===== src/snf_consts.svh =====
`ifndef SNF_CONSTS_SVH
`define SNF_CONSTS_SVH
// Opcodes, shifted in most significant bit first
`define SNF_OP_STATUS_READ 8'h05
`define SNF_OP_STATUS_WRITE 8'h01
`define SNF_OP_MEM_WRITE 8'h02
`define SNF_OP_MEM_READ 8'h03
`define SNF_OP_FAST_READ 8'h0b
`define SNF_OP_SS_STORE 8'h42
`define SNF_OP_SS_FETCH 8'h4b
`define SNF_OP_DEV_IDENT 8'h9f
`define SNF_OP_UNIQ_IDENT 8'h4c
`define SNF_OP_SERIAL_STORE 8'hc2
`define SNF_OP_SERIAL_FETCH 8'hc3
`define SNF_OP_DEEP_SLEEP 8'hba
`define SNF_OP_HIBERNATE 8'hb9
// Framing counts
`define SNF_BIT_LAST 3'h7
`define SNF_BIT_FIRST 3'h0
`define SNF_ADDR_LAST 2'h2
`define SNF_ADDR_W 18
// Status register bit positions
`define SNF_SR_GUARD 7
`define SNF_SR_ONE 6
`define SNF_SR_LOCK_HI 3
`define SNF_SR_LOCK_LO 2
`define SNF_SR_WLATCH 1
`define SNF_SR_BUSY 0
// Reset and fixed values
`define SNF_GUARD_RST 1'h0
`define SNF_LOCK_RST 2'h0
// Block lock codes and range starts
`define SNF_LOCK_NONE 2'h0
`define SNF_LOCK_QUARTER 2'h1
`define SNF_LOCK_HALF 2'h2
`define SNF_LOCK_ALL 2'h3
`define SNF_QUARTER_BASE 18'h30000
`define SNF_HALF_BASE 18'h20000
// Receive buffer shape
`define SNF_FIFO_W 8
`define SNF_FIFO_DEPTH 32
`endif


===== src/snf_pkg.sv =====
package snf_pkg;
  typedef enum logic [2:0] {
    st_idle = 3'h0,
    st_opcode = 3'h1,
    st_addr = 3'h2,
    st_dummy = 3'h3,
    st_data = 3'h4,
    st_ignore = 3'h5
  } snf_state_type;

  typedef enum logic [3:0] {
    cmd_none = 4'h0,
    status_read_cmd = 4'h1,
    status_write_cmd = 4'h2,
    mem_write_cmd = 4'h3,
    mem_read_cmd = 4'h4,
    fast_read_cmd = 4'h5,
    special_sector_store_cmd = 4'h6,
    special_sector_fetch_cmd = 4'h7,
    device_ident_read_cmd = 4'h8,
    unique_ident_read_cmd = 4'h9,
    board_serial_store_cmd = 4'ha,
    board_serial_fetch_cmd = 4'hb,
    deep_sleep_cmd = 4'hc,
    hibernation_cmd = 4'hd
  } snf_cmd_type;
endpackage


===== src/snf_stream_if.sv =====
`timescale 1ns/10ps
`include "snf_consts.svh"
interface snf_stream_if;
  logic wr_valid;
  logic wr_ready;
  logic [`SNF_FIFO_W-1:0] wr_data;
  logic rd_valid;
  logic rd_ready;
  logic [`SNF_FIFO_W-1:0] rd_data;
  modport buffer (input wr_valid, input wr_data, input rd_ready,
                  output wr_ready, output rd_valid, output rd_data);
  modport front (output wr_valid, output wr_data, output rd_ready,
                 input wr_ready, input rd_valid, input rd_data);
endinterface // snf_stream_if


===== src/snf_fifo.sv =====
`timescale 1ns/10ps
`include "snf_consts.svh"
module snf_fifo #(
  parameter int WIDTH = `SNF_FIFO_W,
  parameter int DEPTH = `SNF_FIFO_DEPTH
) (
  input wire logic clk_in,
  input wire logic rst_in,
  snf_stream_if.buffer port_io
);
  localparam int AW = $clog2(DEPTH);
  logic [WIDTH-1:0] mem [DEPTH];
  logic [AW:0] wr_ptr;
  logic [AW:0] rd_ptr;
  logic [AW:0] next_wr_ptr;
  logic [AW:0] next_rd_ptr;
  logic full;
  logic empty;
  logic do_wr;
  logic do_rd;

  // Extra pointer bit tells full from empty
  assign full = (wr_ptr[AW] != rd_ptr[AW]) && (wr_ptr[AW-1:0] == rd_ptr[AW-1:0]);
  assign empty = (wr_ptr == rd_ptr);
  assign port_io.wr_ready = !full;
  assign port_io.rd_valid = !empty;
  assign port_io.rd_data = mem[rd_ptr[AW-1:0]];
  assign do_wr = port_io.wr_valid && !full;
  assign do_rd = port_io.rd_ready && !empty;

  // Pointer advance
  always_comb begin
    next_wr_ptr = wr_ptr;
    next_rd_ptr = rd_ptr;
    if (do_wr) begin
      next_wr_ptr = wr_ptr + 1'b1;
    end
    if (do_rd) begin
      next_rd_ptr = rd_ptr + 1'b1;
    end
  end

  always_ff @(posedge clk_in or posedge rst_in) begin
    if (rst_in) begin
      wr_ptr <= '0;
      rd_ptr <= '0;
    end else begin
      wr_ptr <= next_wr_ptr;
      rd_ptr <= next_rd_ptr;
    end
  end

  // Storage carries no reset, contents gated by pointers
  always_ff @(posedge clk_in) begin
    if (do_wr) begin
      mem[wr_ptr[AW-1:0]] <= port_io.wr_data;
    end
  end
endmodule // snf_fifo


===== src/snf_front.sv =====
`timescale 1ns/10ps
`include "snf_consts.svh"
module snf_front (
  input wire logic clk_in,
  input wire logic rst_in,
  input wire logic sck_in,
  input wire logic cs_n_in,
  input wire logic si_in,
  input wire logic wp_n_in,
  output logic so_out,
  output logic so_oe_out,
  input wire logic wake_busy_in,
  input wire logic [1:0] block_lock_nv_in,
  output logic [1:0] block_lock_out,
  output logic cmd_valid_out,
  output snf_pkg::snf_cmd_type cmd_out,
  output logic addr_valid_out,
  output logic [`SNF_ADDR_W-1:0] addr_out,
  output logic write_locked_out,
  output logic rd_req_out,
  input wire logic [7:0] rd_data_in,
  output logic rx_valid_out,
  output logic [7:0] rx_data_out,
  input wire logic rx_ready_in,
  output logic rx_room_out,
  output logic frame_end_out
);
  // Pin synchronisers: stage one feeds stage two only
  logic [3:0] pin_s1;
  logic [3:0] pin_s2;
  logic sck_d;
  logic cs_n_d;
  logic sck_s;
  logic cs_n_s;
  logic si_s;
  logic wp_n_s;
  logic rise_evt;
  logic fall_evt;
  logic sel_evt;

  always_ff @(posedge clk_in or posedge rst_in) begin
    if (rst_in) begin
      pin_s1 <= 4'h1;
      pin_s2 <= 4'h1;
      sck_d <= 1'b0;
      cs_n_d <= 1'b1;
    end else begin
      pin_s1 <= {wp_n_in, si_in, sck_in, cs_n_in};
      pin_s2 <= pin_s1;
      sck_d <= pin_s2[1];
      cs_n_d <= pin_s2[0];
    end
  end

  assign cs_n_s = pin_s2[0];
  assign sck_s = pin_s2[1];
  assign si_s = pin_s2[2];
  assign wp_n_s = pin_s2[3];
  assign rise_evt = sck_s && !sck_d;
  assign fall_evt = !sck_s && sck_d;
  assign sel_evt = !cs_n_s && cs_n_d;

  // Opcode table; anything unlisted maps to none
  function automatic snf_pkg::snf_cmd_type decode(input logic [7:0] op);
    case (op)
      `SNF_OP_STATUS_READ: decode = snf_pkg::status_read_cmd;
      `SNF_OP_STATUS_WRITE: decode = snf_pkg::status_write_cmd;
      `SNF_OP_MEM_WRITE: decode = snf_pkg::mem_write_cmd;
      `SNF_OP_MEM_READ: decode = snf_pkg::mem_read_cmd;
      `SNF_OP_FAST_READ: decode = snf_pkg::fast_read_cmd;
      `SNF_OP_SS_STORE: decode = snf_pkg::special_sector_store_cmd;
      `SNF_OP_SS_FETCH: decode = snf_pkg::special_sector_fetch_cmd;
      `SNF_OP_DEV_IDENT: decode = snf_pkg::device_ident_read_cmd;
      `SNF_OP_UNIQ_IDENT: decode = snf_pkg::unique_ident_read_cmd;
      `SNF_OP_SERIAL_STORE: decode = snf_pkg::board_serial_store_cmd;
      `SNF_OP_SERIAL_FETCH: decode = snf_pkg::board_serial_fetch_cmd;
      `SNF_OP_DEEP_SLEEP: decode = snf_pkg::deep_sleep_cmd;
      `SNF_OP_HIBERNATE: decode = snf_pkg::hibernation_cmd;
      default: decode = snf_pkg::cmd_none;
    endcase
  endfunction

  function automatic logic needs_addr(input snf_pkg::snf_cmd_type c);
    needs_addr = (c == snf_pkg::mem_write_cmd) || (c == snf_pkg::mem_read_cmd) ||
                 (c == snf_pkg::fast_read_cmd) || (c == snf_pkg::special_sector_store_cmd) ||
                 (c == snf_pkg::special_sector_fetch_cmd);
  endfunction

  function automatic logic is_read(input snf_pkg::snf_cmd_type c);
    is_read = (c == snf_pkg::status_read_cmd) || (c == snf_pkg::mem_read_cmd) ||
              (c == snf_pkg::fast_read_cmd) || (c == snf_pkg::special_sector_fetch_cmd) ||
              (c == snf_pkg::device_ident_read_cmd) || (c == snf_pkg::unique_ident_read_cmd) ||
              (c == snf_pkg::board_serial_fetch_cmd);
  endfunction

  // Lock code against an 18-bit address
  function automatic logic locked(input logic [1:0] code, input logic [`SNF_ADDR_W-1:0] a);
    case (code)
      `SNF_LOCK_QUARTER: locked = (a >= `SNF_QUARTER_BASE);
      `SNF_LOCK_HALF: locked = (a >= `SNF_HALF_BASE);
      `SNF_LOCK_ALL: locked = 1'b1;
      default: locked = 1'b0;
    endcase
  endfunction

  // Front state
  snf_pkg::snf_state_type state;
  snf_pkg::snf_state_type next_state;
  snf_pkg::snf_cmd_type cmd;
  snf_pkg::snf_cmd_type next_cmd;
  logic mode3;
  logic next_mode3;
  logic [2:0] bit_cnt;
  logic [2:0] next_bit_cnt;
  logic [1:0] byte_cnt;
  logic [1:0] next_byte_cnt;
  logic [7:0] rx_shift;
  logic [7:0] next_rx_shift;
  logic [23:0] addr_shift;
  logic [23:0] next_addr_shift;
  logic [7:0] tx_shift;
  logic [7:0] next_tx_shift;
  logic guard;
  logic next_guard;
  logic [1:0] lock;
  logic [1:0] next_lock;
  logic nv_loaded;
  logic next_nv_loaded;
  logic cmd_valid;
  logic next_cmd_valid;
  logic addr_valid;
  logic next_addr_valid;
  logic rd_req;
  logic next_rd_req;
  logic frame_end;
  logic next_frame_end;
  logic push;
  logic next_push;
  logic [7:0] push_byte;
  logic [7:0] next_push_byte;
  logic [7:0] status;
  logic [7:0] sh;
  logic sr_write_ok;
  snf_pkg::snf_cmd_type dec;

  // Status image with fixed bits; latch flag tied high
  always_comb begin
    status = 8'h00;
    status[`SNF_SR_GUARD] = guard;
    status[`SNF_SR_ONE] = 1'b1;
    status[`SNF_SR_LOCK_HI] = lock[1];
    status[`SNF_SR_LOCK_LO] = lock[0];
    status[`SNF_SR_WLATCH] = 1'b1;
    status[`SNF_SR_BUSY] = wake_busy_in;
  end

  // Guard pin only matters once guard enable is set
  assign sr_write_ok = !(guard && !wp_n_s);
  assign sh = {rx_shift[6:0], si_s};
  assign dec = decode(sh);

  // Framing, decode and status update
  always_comb begin
    next_state = state;
    next_cmd = cmd;
    next_mode3 = mode3;
    next_bit_cnt = bit_cnt;
    next_byte_cnt = byte_cnt;
    next_rx_shift = rx_shift;
    next_addr_shift = addr_shift;
    next_tx_shift = tx_shift;
    next_guard = guard;
    next_lock = lock;
    next_nv_loaded = 1'b1;
    next_cmd_valid = 1'b0;
    next_addr_valid = 1'b0;
    next_rd_req = 1'b0;
    next_frame_end = 1'b0;
    next_push = 1'b0;
    next_push_byte = push_byte;
    // Lock pair restored from the nonvolatile cell after reset
    if (!nv_loaded) begin
      next_lock = block_lock_nv_in;
    end
    if (cs_n_s) begin
      // Deselect drops any partial byte and ends the frame
      if (state != snf_pkg::st_idle) begin
        next_frame_end = 1'b1;
      end
      next_state = snf_pkg::st_idle;
      next_bit_cnt = `SNF_BIT_FIRST;
    end else if (sel_evt) begin
      next_state = snf_pkg::st_opcode;
      next_mode3 = sck_s;
      next_cmd = snf_pkg::cmd_none;
      next_bit_cnt = `SNF_BIT_FIRST;
      next_byte_cnt = 2'h0;
    end else begin
      // Mode 3 starts high, so its first rising edge follows a toggle
      if (rise_evt && state != snf_pkg::st_idle && state != snf_pkg::st_ignore) begin
        next_rx_shift = sh;
        next_bit_cnt = bit_cnt + 3'h1;
        if (bit_cnt == `SNF_BIT_LAST) begin
          case (state)
            snf_pkg::st_opcode: begin
              next_cmd = dec;
              if (dec == snf_pkg::cmd_none) begin
                next_state = snf_pkg::st_ignore;
              end else begin
                next_cmd_valid = 1'b1;
                if (needs_addr(dec)) begin
                  next_state = snf_pkg::st_addr;
                end else if (dec == snf_pkg::deep_sleep_cmd ||
                             dec == snf_pkg::hibernation_cmd) begin
                  next_state = snf_pkg::st_ignore;
                end else begin
                  next_state = snf_pkg::st_data;
                  next_rd_req = is_read(dec) && (dec != snf_pkg::status_read_cmd);
                end
              end
            end
            snf_pkg::st_addr: begin
              next_addr_shift = {addr_shift[15:0], sh};
              next_byte_cnt = byte_cnt + 2'h1;
              if (byte_cnt == `SNF_ADDR_LAST) begin
                next_addr_valid = 1'b1;
                if (cmd == snf_pkg::fast_read_cmd) begin
                  next_state = snf_pkg::st_dummy;
                end else begin
                  next_state = snf_pkg::st_data;
                  next_rd_req = is_read(cmd);
                end
              end
            end
            snf_pkg::st_dummy: begin
              next_state = snf_pkg::st_data;
              next_rd_req = 1'b1;
            end
            snf_pkg::st_data: begin
              if (cmd == snf_pkg::status_write_cmd) begin
                if (sr_write_ok) begin
                  next_guard = sh[`SNF_SR_GUARD];
                  next_lock = {sh[`SNF_SR_LOCK_HI], sh[`SNF_SR_LOCK_LO]};
                end
              end else if (is_read(cmd)) begin
                next_rd_req = (cmd != snf_pkg::status_read_cmd);
              end else begin
                next_push = 1'b1;
                next_push_byte = sh;
              end
            end
            default: begin
              next_state = state;
            end
          endcase
        end
      end
      // Output bits change only after a falling edge
      if (fall_evt && state == snf_pkg::st_data && is_read(cmd)) begin
        if (bit_cnt == `SNF_BIT_FIRST) begin
          next_tx_shift = (cmd == snf_pkg::status_read_cmd) ? status : rd_data_in;
        end else begin
          next_tx_shift = {tx_shift[6:0], 1'b0};
        end
      end
    end
  end

  always_ff @(posedge clk_in or posedge rst_in) begin
    if (rst_in) begin
      state <= snf_pkg::st_idle;
      cmd <= snf_pkg::cmd_none;
      mode3 <= 1'b0;
      bit_cnt <= `SNF_BIT_FIRST;
      byte_cnt <= 2'h0;
      rx_shift <= 8'h00;
      addr_shift <= 24'h000000;
      tx_shift <= 8'h00;
      guard <= `SNF_GUARD_RST;
      lock <= `SNF_LOCK_RST;
      nv_loaded <= 1'b0;
      cmd_valid <= 1'b0;
      addr_valid <= 1'b0;
      rd_req <= 1'b0;
      frame_end <= 1'b0;
      push <= 1'b0;
      push_byte <= 8'h00;
    end else begin
      state <= next_state;
      cmd <= next_cmd;
      mode3 <= next_mode3;
      bit_cnt <= next_bit_cnt;
      byte_cnt <= next_byte_cnt;
      rx_shift <= next_rx_shift;
      addr_shift <= next_addr_shift;
      tx_shift <= next_tx_shift;
      guard <= next_guard;
      lock <= next_lock;
      nv_loaded <= next_nv_loaded;
      cmd_valid <= next_cmd_valid;
      addr_valid <= next_addr_valid;
      rd_req <= next_rd_req;
      frame_end <= next_frame_end;
      push <= next_push;
      push_byte <= next_push_byte;
    end
  end

  // Receive buffer; a byte arriving when full is lost, SPI cannot stall
  snf_stream_if rx_if ();
  assign rx_if.wr_valid = push;
  assign rx_if.wr_data = push_byte;
  assign rx_if.rd_ready = rx_ready_in;
  snf_fifo #(.WIDTH(`SNF_FIFO_W), .DEPTH(`SNF_FIFO_DEPTH)) u_rx_fifo (
    .clk_in(clk_in),
    .rst_in(rst_in),
    .port_io(rx_if)
  );

  // Outputs
  assign so_out = tx_shift[7];
  assign so_oe_out = !cs_n_s && state == snf_pkg::st_data && is_read(cmd);
  assign addr_out = addr_shift[`SNF_ADDR_W-1:0];
  assign write_locked_out = locked(lock, addr_out);
  assign block_lock_out = lock;
  assign cmd_valid_out = cmd_valid;
  assign cmd_out = cmd;
  assign addr_valid_out = addr_valid;
  assign rd_req_out = rd_req;
  assign frame_end_out = frame_end;
  assign rx_valid_out = rx_if.rd_valid;
  assign rx_data_out = rx_if.rd_data;
  assign rx_room_out = rx_if.wr_ready;

  // Checks
  property p_mode_pick;
    @(posedge clk_in) disable iff (rst_in) sel_evt && !cs_n_s |=> mode3 == $past(sck_s);
  endproperty
  a_mode_pick: assert property (p_mode_pick) else $error("mode not taken from clock");

  property p_quiet_off;
    @(posedge clk_in) disable iff (rst_in) cs_n_s |=> state == snf_pkg::st_idle && !so_oe_out;
  endproperty
  a_quiet_off: assert property (p_quiet_off) else $error("output driven while idle");

  property p_bad_op;
    @(posedge clk_in) disable iff (rst_in)
      state == snf_pkg::st_ignore && cmd == snf_pkg::cmd_none |->
      !so_oe_out && !cmd_valid_out && !next_push;
  endproperty
  a_bad_op: assert property (p_bad_op) else $error("activity after bad opcode");

  property p_fixed_bits;
    @(posedge clk_in) disable iff (rst_in)
      status[`SNF_SR_WLATCH] && status[`SNF_SR_ONE] && status[5:4] == 2'h0 &&
      (status[`SNF_SR_BUSY] == wake_busy_in);
  endproperty
  a_fixed_bits: assert property (p_fixed_bits) else $error("fixed status bits wrong");

  property p_guard_block;
    @(posedge clk_in) disable iff (rst_in)
      guard && !wp_n_s && nv_loaded |=> $stable(lock) && guard;
  endproperty
  a_guard_block: assert property (p_guard_block) else $error("status written while guarded");

  property p_cmd_after_op;
    @(posedge clk_in) disable iff (rst_in)
      cmd_valid_out |-> $past(state) == snf_pkg::st_opcode && $past(bit_cnt) == `SNF_BIT_LAST;
  endproperty
  a_cmd_after_op: assert property (p_cmd_after_op) else $error("command not at eighth bit");

  property p_launch_fall;
    @(posedge clk_in) disable iff (rst_in)
      $changed(tx_shift) && state == snf_pkg::st_data |-> $past(fall_evt);
  endproperty
  a_launch_fall: assert property (p_launch_fall) else $error("output moved off falling edge");

  property p_lock_all;
    @(posedge clk_in) disable iff (rst_in)
      (lock == `SNF_LOCK_ALL |-> write_locked_out) and (lock == `SNF_LOCK_NONE |-> !write_locked_out);
  endproperty
  a_lock_all: assert property (p_lock_all) else $error("lock range wrong");

  property p_one_op;
    @(posedge clk_in) disable iff (rst_in) cmd_valid_out |=> !cmd_valid_out [*8];
  endproperty
  a_one_op: assert property (p_one_op) else $error("second opcode in frame");
endmodule // snf_front


===== config.mk =====
export PLATFORM = sky130hd
export DESIGN_NAME = snf_front
export DESIGN_NICKNAME = d
export VERILOG_FILES = /design/src/snf_pkg.sv /design/src/snf_stream_if.sv /design/src/snf_fifo.sv /design/src/snf_front.sv
export VERILOG_INCLUDE_DIRS = /design/src
export SDC_FILE = /design/constraint.sdc
export NUM_CORES = 1
export LEC_CHECK = 0
export BUFFER_PORTS_ARGS = -buffer_cell sky130_fd_sc_hd__buf_2
export CORE_MARGIN = 2
export CORE_UTILIZATION = 48
export DETAILED_ROUTE_END_ITERATION = 8
export HOLD_SLACK_MARGIN = 0.12
export PLACE_DENSITY_LB_ADDON = 0.08
export SYNTH_ARGS = -nofsm -noshare
export SYNTH_HDL_FRONTEND = slang
export SYNTH_SLANG_ARGS = --single-unit

===== constraint.sdc =====
create_clock -name clk_in -period 2.9 [get_ports clk_in]
set_input_delay 0.435 -clock clk_in [delete_from_list [all_inputs] [get_ports clk_in]]
set_output_delay 0.435 -clock clk_in [all_outputs]
set_load 0.01 [all_outputs]

==> results.toml <==
[status]
outcome = "complete, but fails checks"
violations = "setup timing"

[global_route]
grt-ovfl-total = 0
grt_max_degree = 46
grtUsageTotal = 0.206
grt_pass1_vias = 7790
grt_first_pass_wirelength_um = 47200
antenna_found_initial = 0

[finish]
post-route-util = 0.577
nets = 939
num_antenna_cells = 0
drive_above_1_share = 0.341
layout_common_cells = "256 x edfxtp_1, 80 x mux4_2, 79 x dfrtp_1"
layout.cells.most_common = "edfxtp_1"
syn2layout_area_growth_pct = 18.3

[route]
routed_wl_um = 30800
final_antenna_net_count = 0
dr.pass1.iters = 6
drtIter0Drc = 675
avgRoutedWirePerCell_um = 23.3
vias = 7503
routed_via_density = 5.68
drc = 0

[timing]
setup_ws_ns = -0.302
hold_viol_final = 0
timing.slew.headroom = 0.233
finalSetupViolations = 8
fmax_ghz = 0.312
finClkSkew_ns = 0.0191
post-route-period-util = 1.10
worst_pin_slew_ns = 1.15
finalCriticalPeriod_ns = 3.20
slew_viol_final = 0
rsz0062_at_grt = "true"

[floorplanning]
io_pins = 59
initial_core_util = 0.487
core_sq_um = 28800
die-area_sq_um = 30600
die_w_um = 175
rows = 62
die_h_um = 175

[run]
maxCapViolCount = 0

[worst_setup_path]
cp_max_fo = 7
arrival_ns = 2.77
cp-start-kind = "register"
required_ns = 2.47
critPathKind = "register to primary output"
endpoint_kind = "primary output"

[clock_tree]
cts_buffers = 36
path_clk_slew_ns = 0.06
htreeDepth = 2
cts_root_buffer = "clkbuf_16"
clk_latency_ns = 0.51
cts_buffer_depth = 3
cts.sinks = 340
cts_tree = "yes"

[placed_design]
gp_congestion = 0.871
numPortBuffers = 58
dpl.hpwl_um = 19400

[pwr]
power.density_nw_per_um2 = 586
power_mw = 9.73
leakage_nw = 5.24
ir_drop_uv = 358

[synthesis]
ys_seq_elements = 340
synth-async-reset-ratio = 0.247
syn_avg_cell_area_sq_um = 17.8
ys_types = 62
yosys_most_used_dff = "edfxtp_1"
synth_nets = 813
yosys_warnings = 0
syn_area_sq_um = 14000
synthesis.instances = 786
ys_seq_area_frac = 0.698
synth_edf_count = 256

[hold_path]
hold_class = "input pin to register"
[logic make-up (layout without fill, tap and decap cells)]
logic type	count (synthesis)	after routing	synth area share
adder cells (fa/ha/maj)	11	11	0.00945
AND/OR/NAND/NOR	163	163	0.0590
other	1	1	0.000267
XOR/XNOR	21	21	0.0131
multiplexers	131	131	0.171
buffers and inverters	55	207	0.0193
flip-flops	340	340	0.698
AO/OA/AOI/OAI	64	64	0.0299
[power breakdown]
group | switching [mW] | internal [mW] | total (mW)
clock network | 1.79 | 2.55 | 4.33
registers | 0.0242 | 5.20 | 5.22
logic | 0.101 | 0.0716 | 0.172
total | 1.91 | 7.82 | 9.73
[area by class of cell]
| type | instances | area [sq um] |
|---|---|---|
| timing repair buffer | 130 | 1140 |
| sequential | 340 | 9800 |
| clock inverter | 12 | 93.8 |
| fill | 2169 | 12200 |
| clock buffer | 52 | 1020 |
| multi-input combinational | 391 | 4010 |
| inverter | 13 | 50.0 |
| tap | 384 | 480 |
[critical path: stages, from the launching register on]
cell	delay, ns
dfrtp_4	0.47
buf_12	0.15
buf_12	0.14
mux4_2	0.53
mux4_2	0.53
mux2_4	0.30
buf_6	0.12
[sequential cells by signal, indices dropped and copies added (netlist names), 4 cells and up]
name              cells
tx_shift              8
pin_s1                4
u_rx_fifo.mem       256
rx_shift              7
u_rx_fifo.wr_ptr      6
addr_shift           18
push_byte             8
u_rx_fifo.rd_ptr      6
cmd_out               4
pin_s2                4
[cells in the mapped netlist (3+ instances only)]
cell type / count / area (sq um)
edfxtp_1: 256 / 7690
dfrtp_1: 81 / 2030
mux4_2: 80 / 1800
nor2_1: 53 / 199
nand2_1: 44 / 165
mux2_2: 34 / 383
o21ai_0: 24 / 120
clkbuf_1: 23 / 86.3
inv_1: 13 / 48.8
a21oi_1: 12 / 60.1
xnor2_1: 12 / 105
ha_1: 9 / 113
mux2_4: 9 / 135
xor2_1: 9 / 78.8
buf_2: 8 / 40.0
mux2i_1: 8 / 80.1
nand2b_1: 8 / 50.1
nand3_1: 6 / 30.0
or2_2: 6 / 37.5
a31oi_1: 5 / 31.3
nand3b_1: 5 / 37.5
or3_1: 5 / 31.3
a21o_1: 4 / 30.0
buf_1: 4 / 15.0
buf_6: 4 / 45.0
nor2b_1: 4 / 25.0
nor3b_1: 4 / 30.0
a22o_1: 3 / 26.3
and2_1: 3 / 18.8
dfstp_2: 3 / 78.8
nand4_1: 3 / 18.8
nor3_1: 3 / 15.0
or4_1: 3 / 22.5
[per-layer routing]
| layer | routed length (um) | up-vias | GRT usage |
|---|---|---|---|
| li1 | - | 3308 | - |
| met1 | 13200 | 3931 | 0.295 |
| met2 | 15500 | 222 | 0.342 |
| met3 | 1680 | 42 | 0.0287 |
| met4 | 521 | 0 | 0.0451 |
| met5 | 0 | - | 0 |
[per-stage QoR]
step	std cells	TNS, ns	hold WS, ns	area, sq um	worst slack (ns)
4_1_cts	1320	-2.69	0.205	16500	-0.360
3_5_place_dp	1242	0	0.335	15100	0.119
5_1_grt	1322	-2.73	0.243	16600	-0.368
6_report	1322	-2.28	0.215	16600	-0.302
2_1_floorplan	786	0	0.331	14000	0.305
3_3_place_gp	1242	0	0.336	15100	0.157
[worst paths after layout]
kind / from / to / slack [ns] / cells after the start
worst max-delay path: u_rx_fifo.rd_ptr[0] / rx_data_out[6] / -0.30 / 6
min in group asynchronous: rst_in / u_rx_fifo.rd_ptr[4] / 0.57 / 3
worst min-delay path: block_lock_nv_in[0] / block_lock_out[0] / 0.21 / 3
max in group asynchronous: rst_in / pin_s2[0] / 1.61 / 4
worst max register to register: u_rx_fifo.rd_ptr[0] / u_rx_fifo.mem[22][1] / 0.19 / 9
worst min register to register: pin_s1[2] / pin_s2[2] / 0.35 / 0
[repair_timing]
item,4_1_cts,5_1_grt
hold buffers,5,0
gates resized for setup,16,9
cloned,3,3
setup endpoints to repair,8,184
endpoints found under the hold margin,43,0
buffers inserted,6,0
No activity file was read; power rests on OpenSTA's default activity.
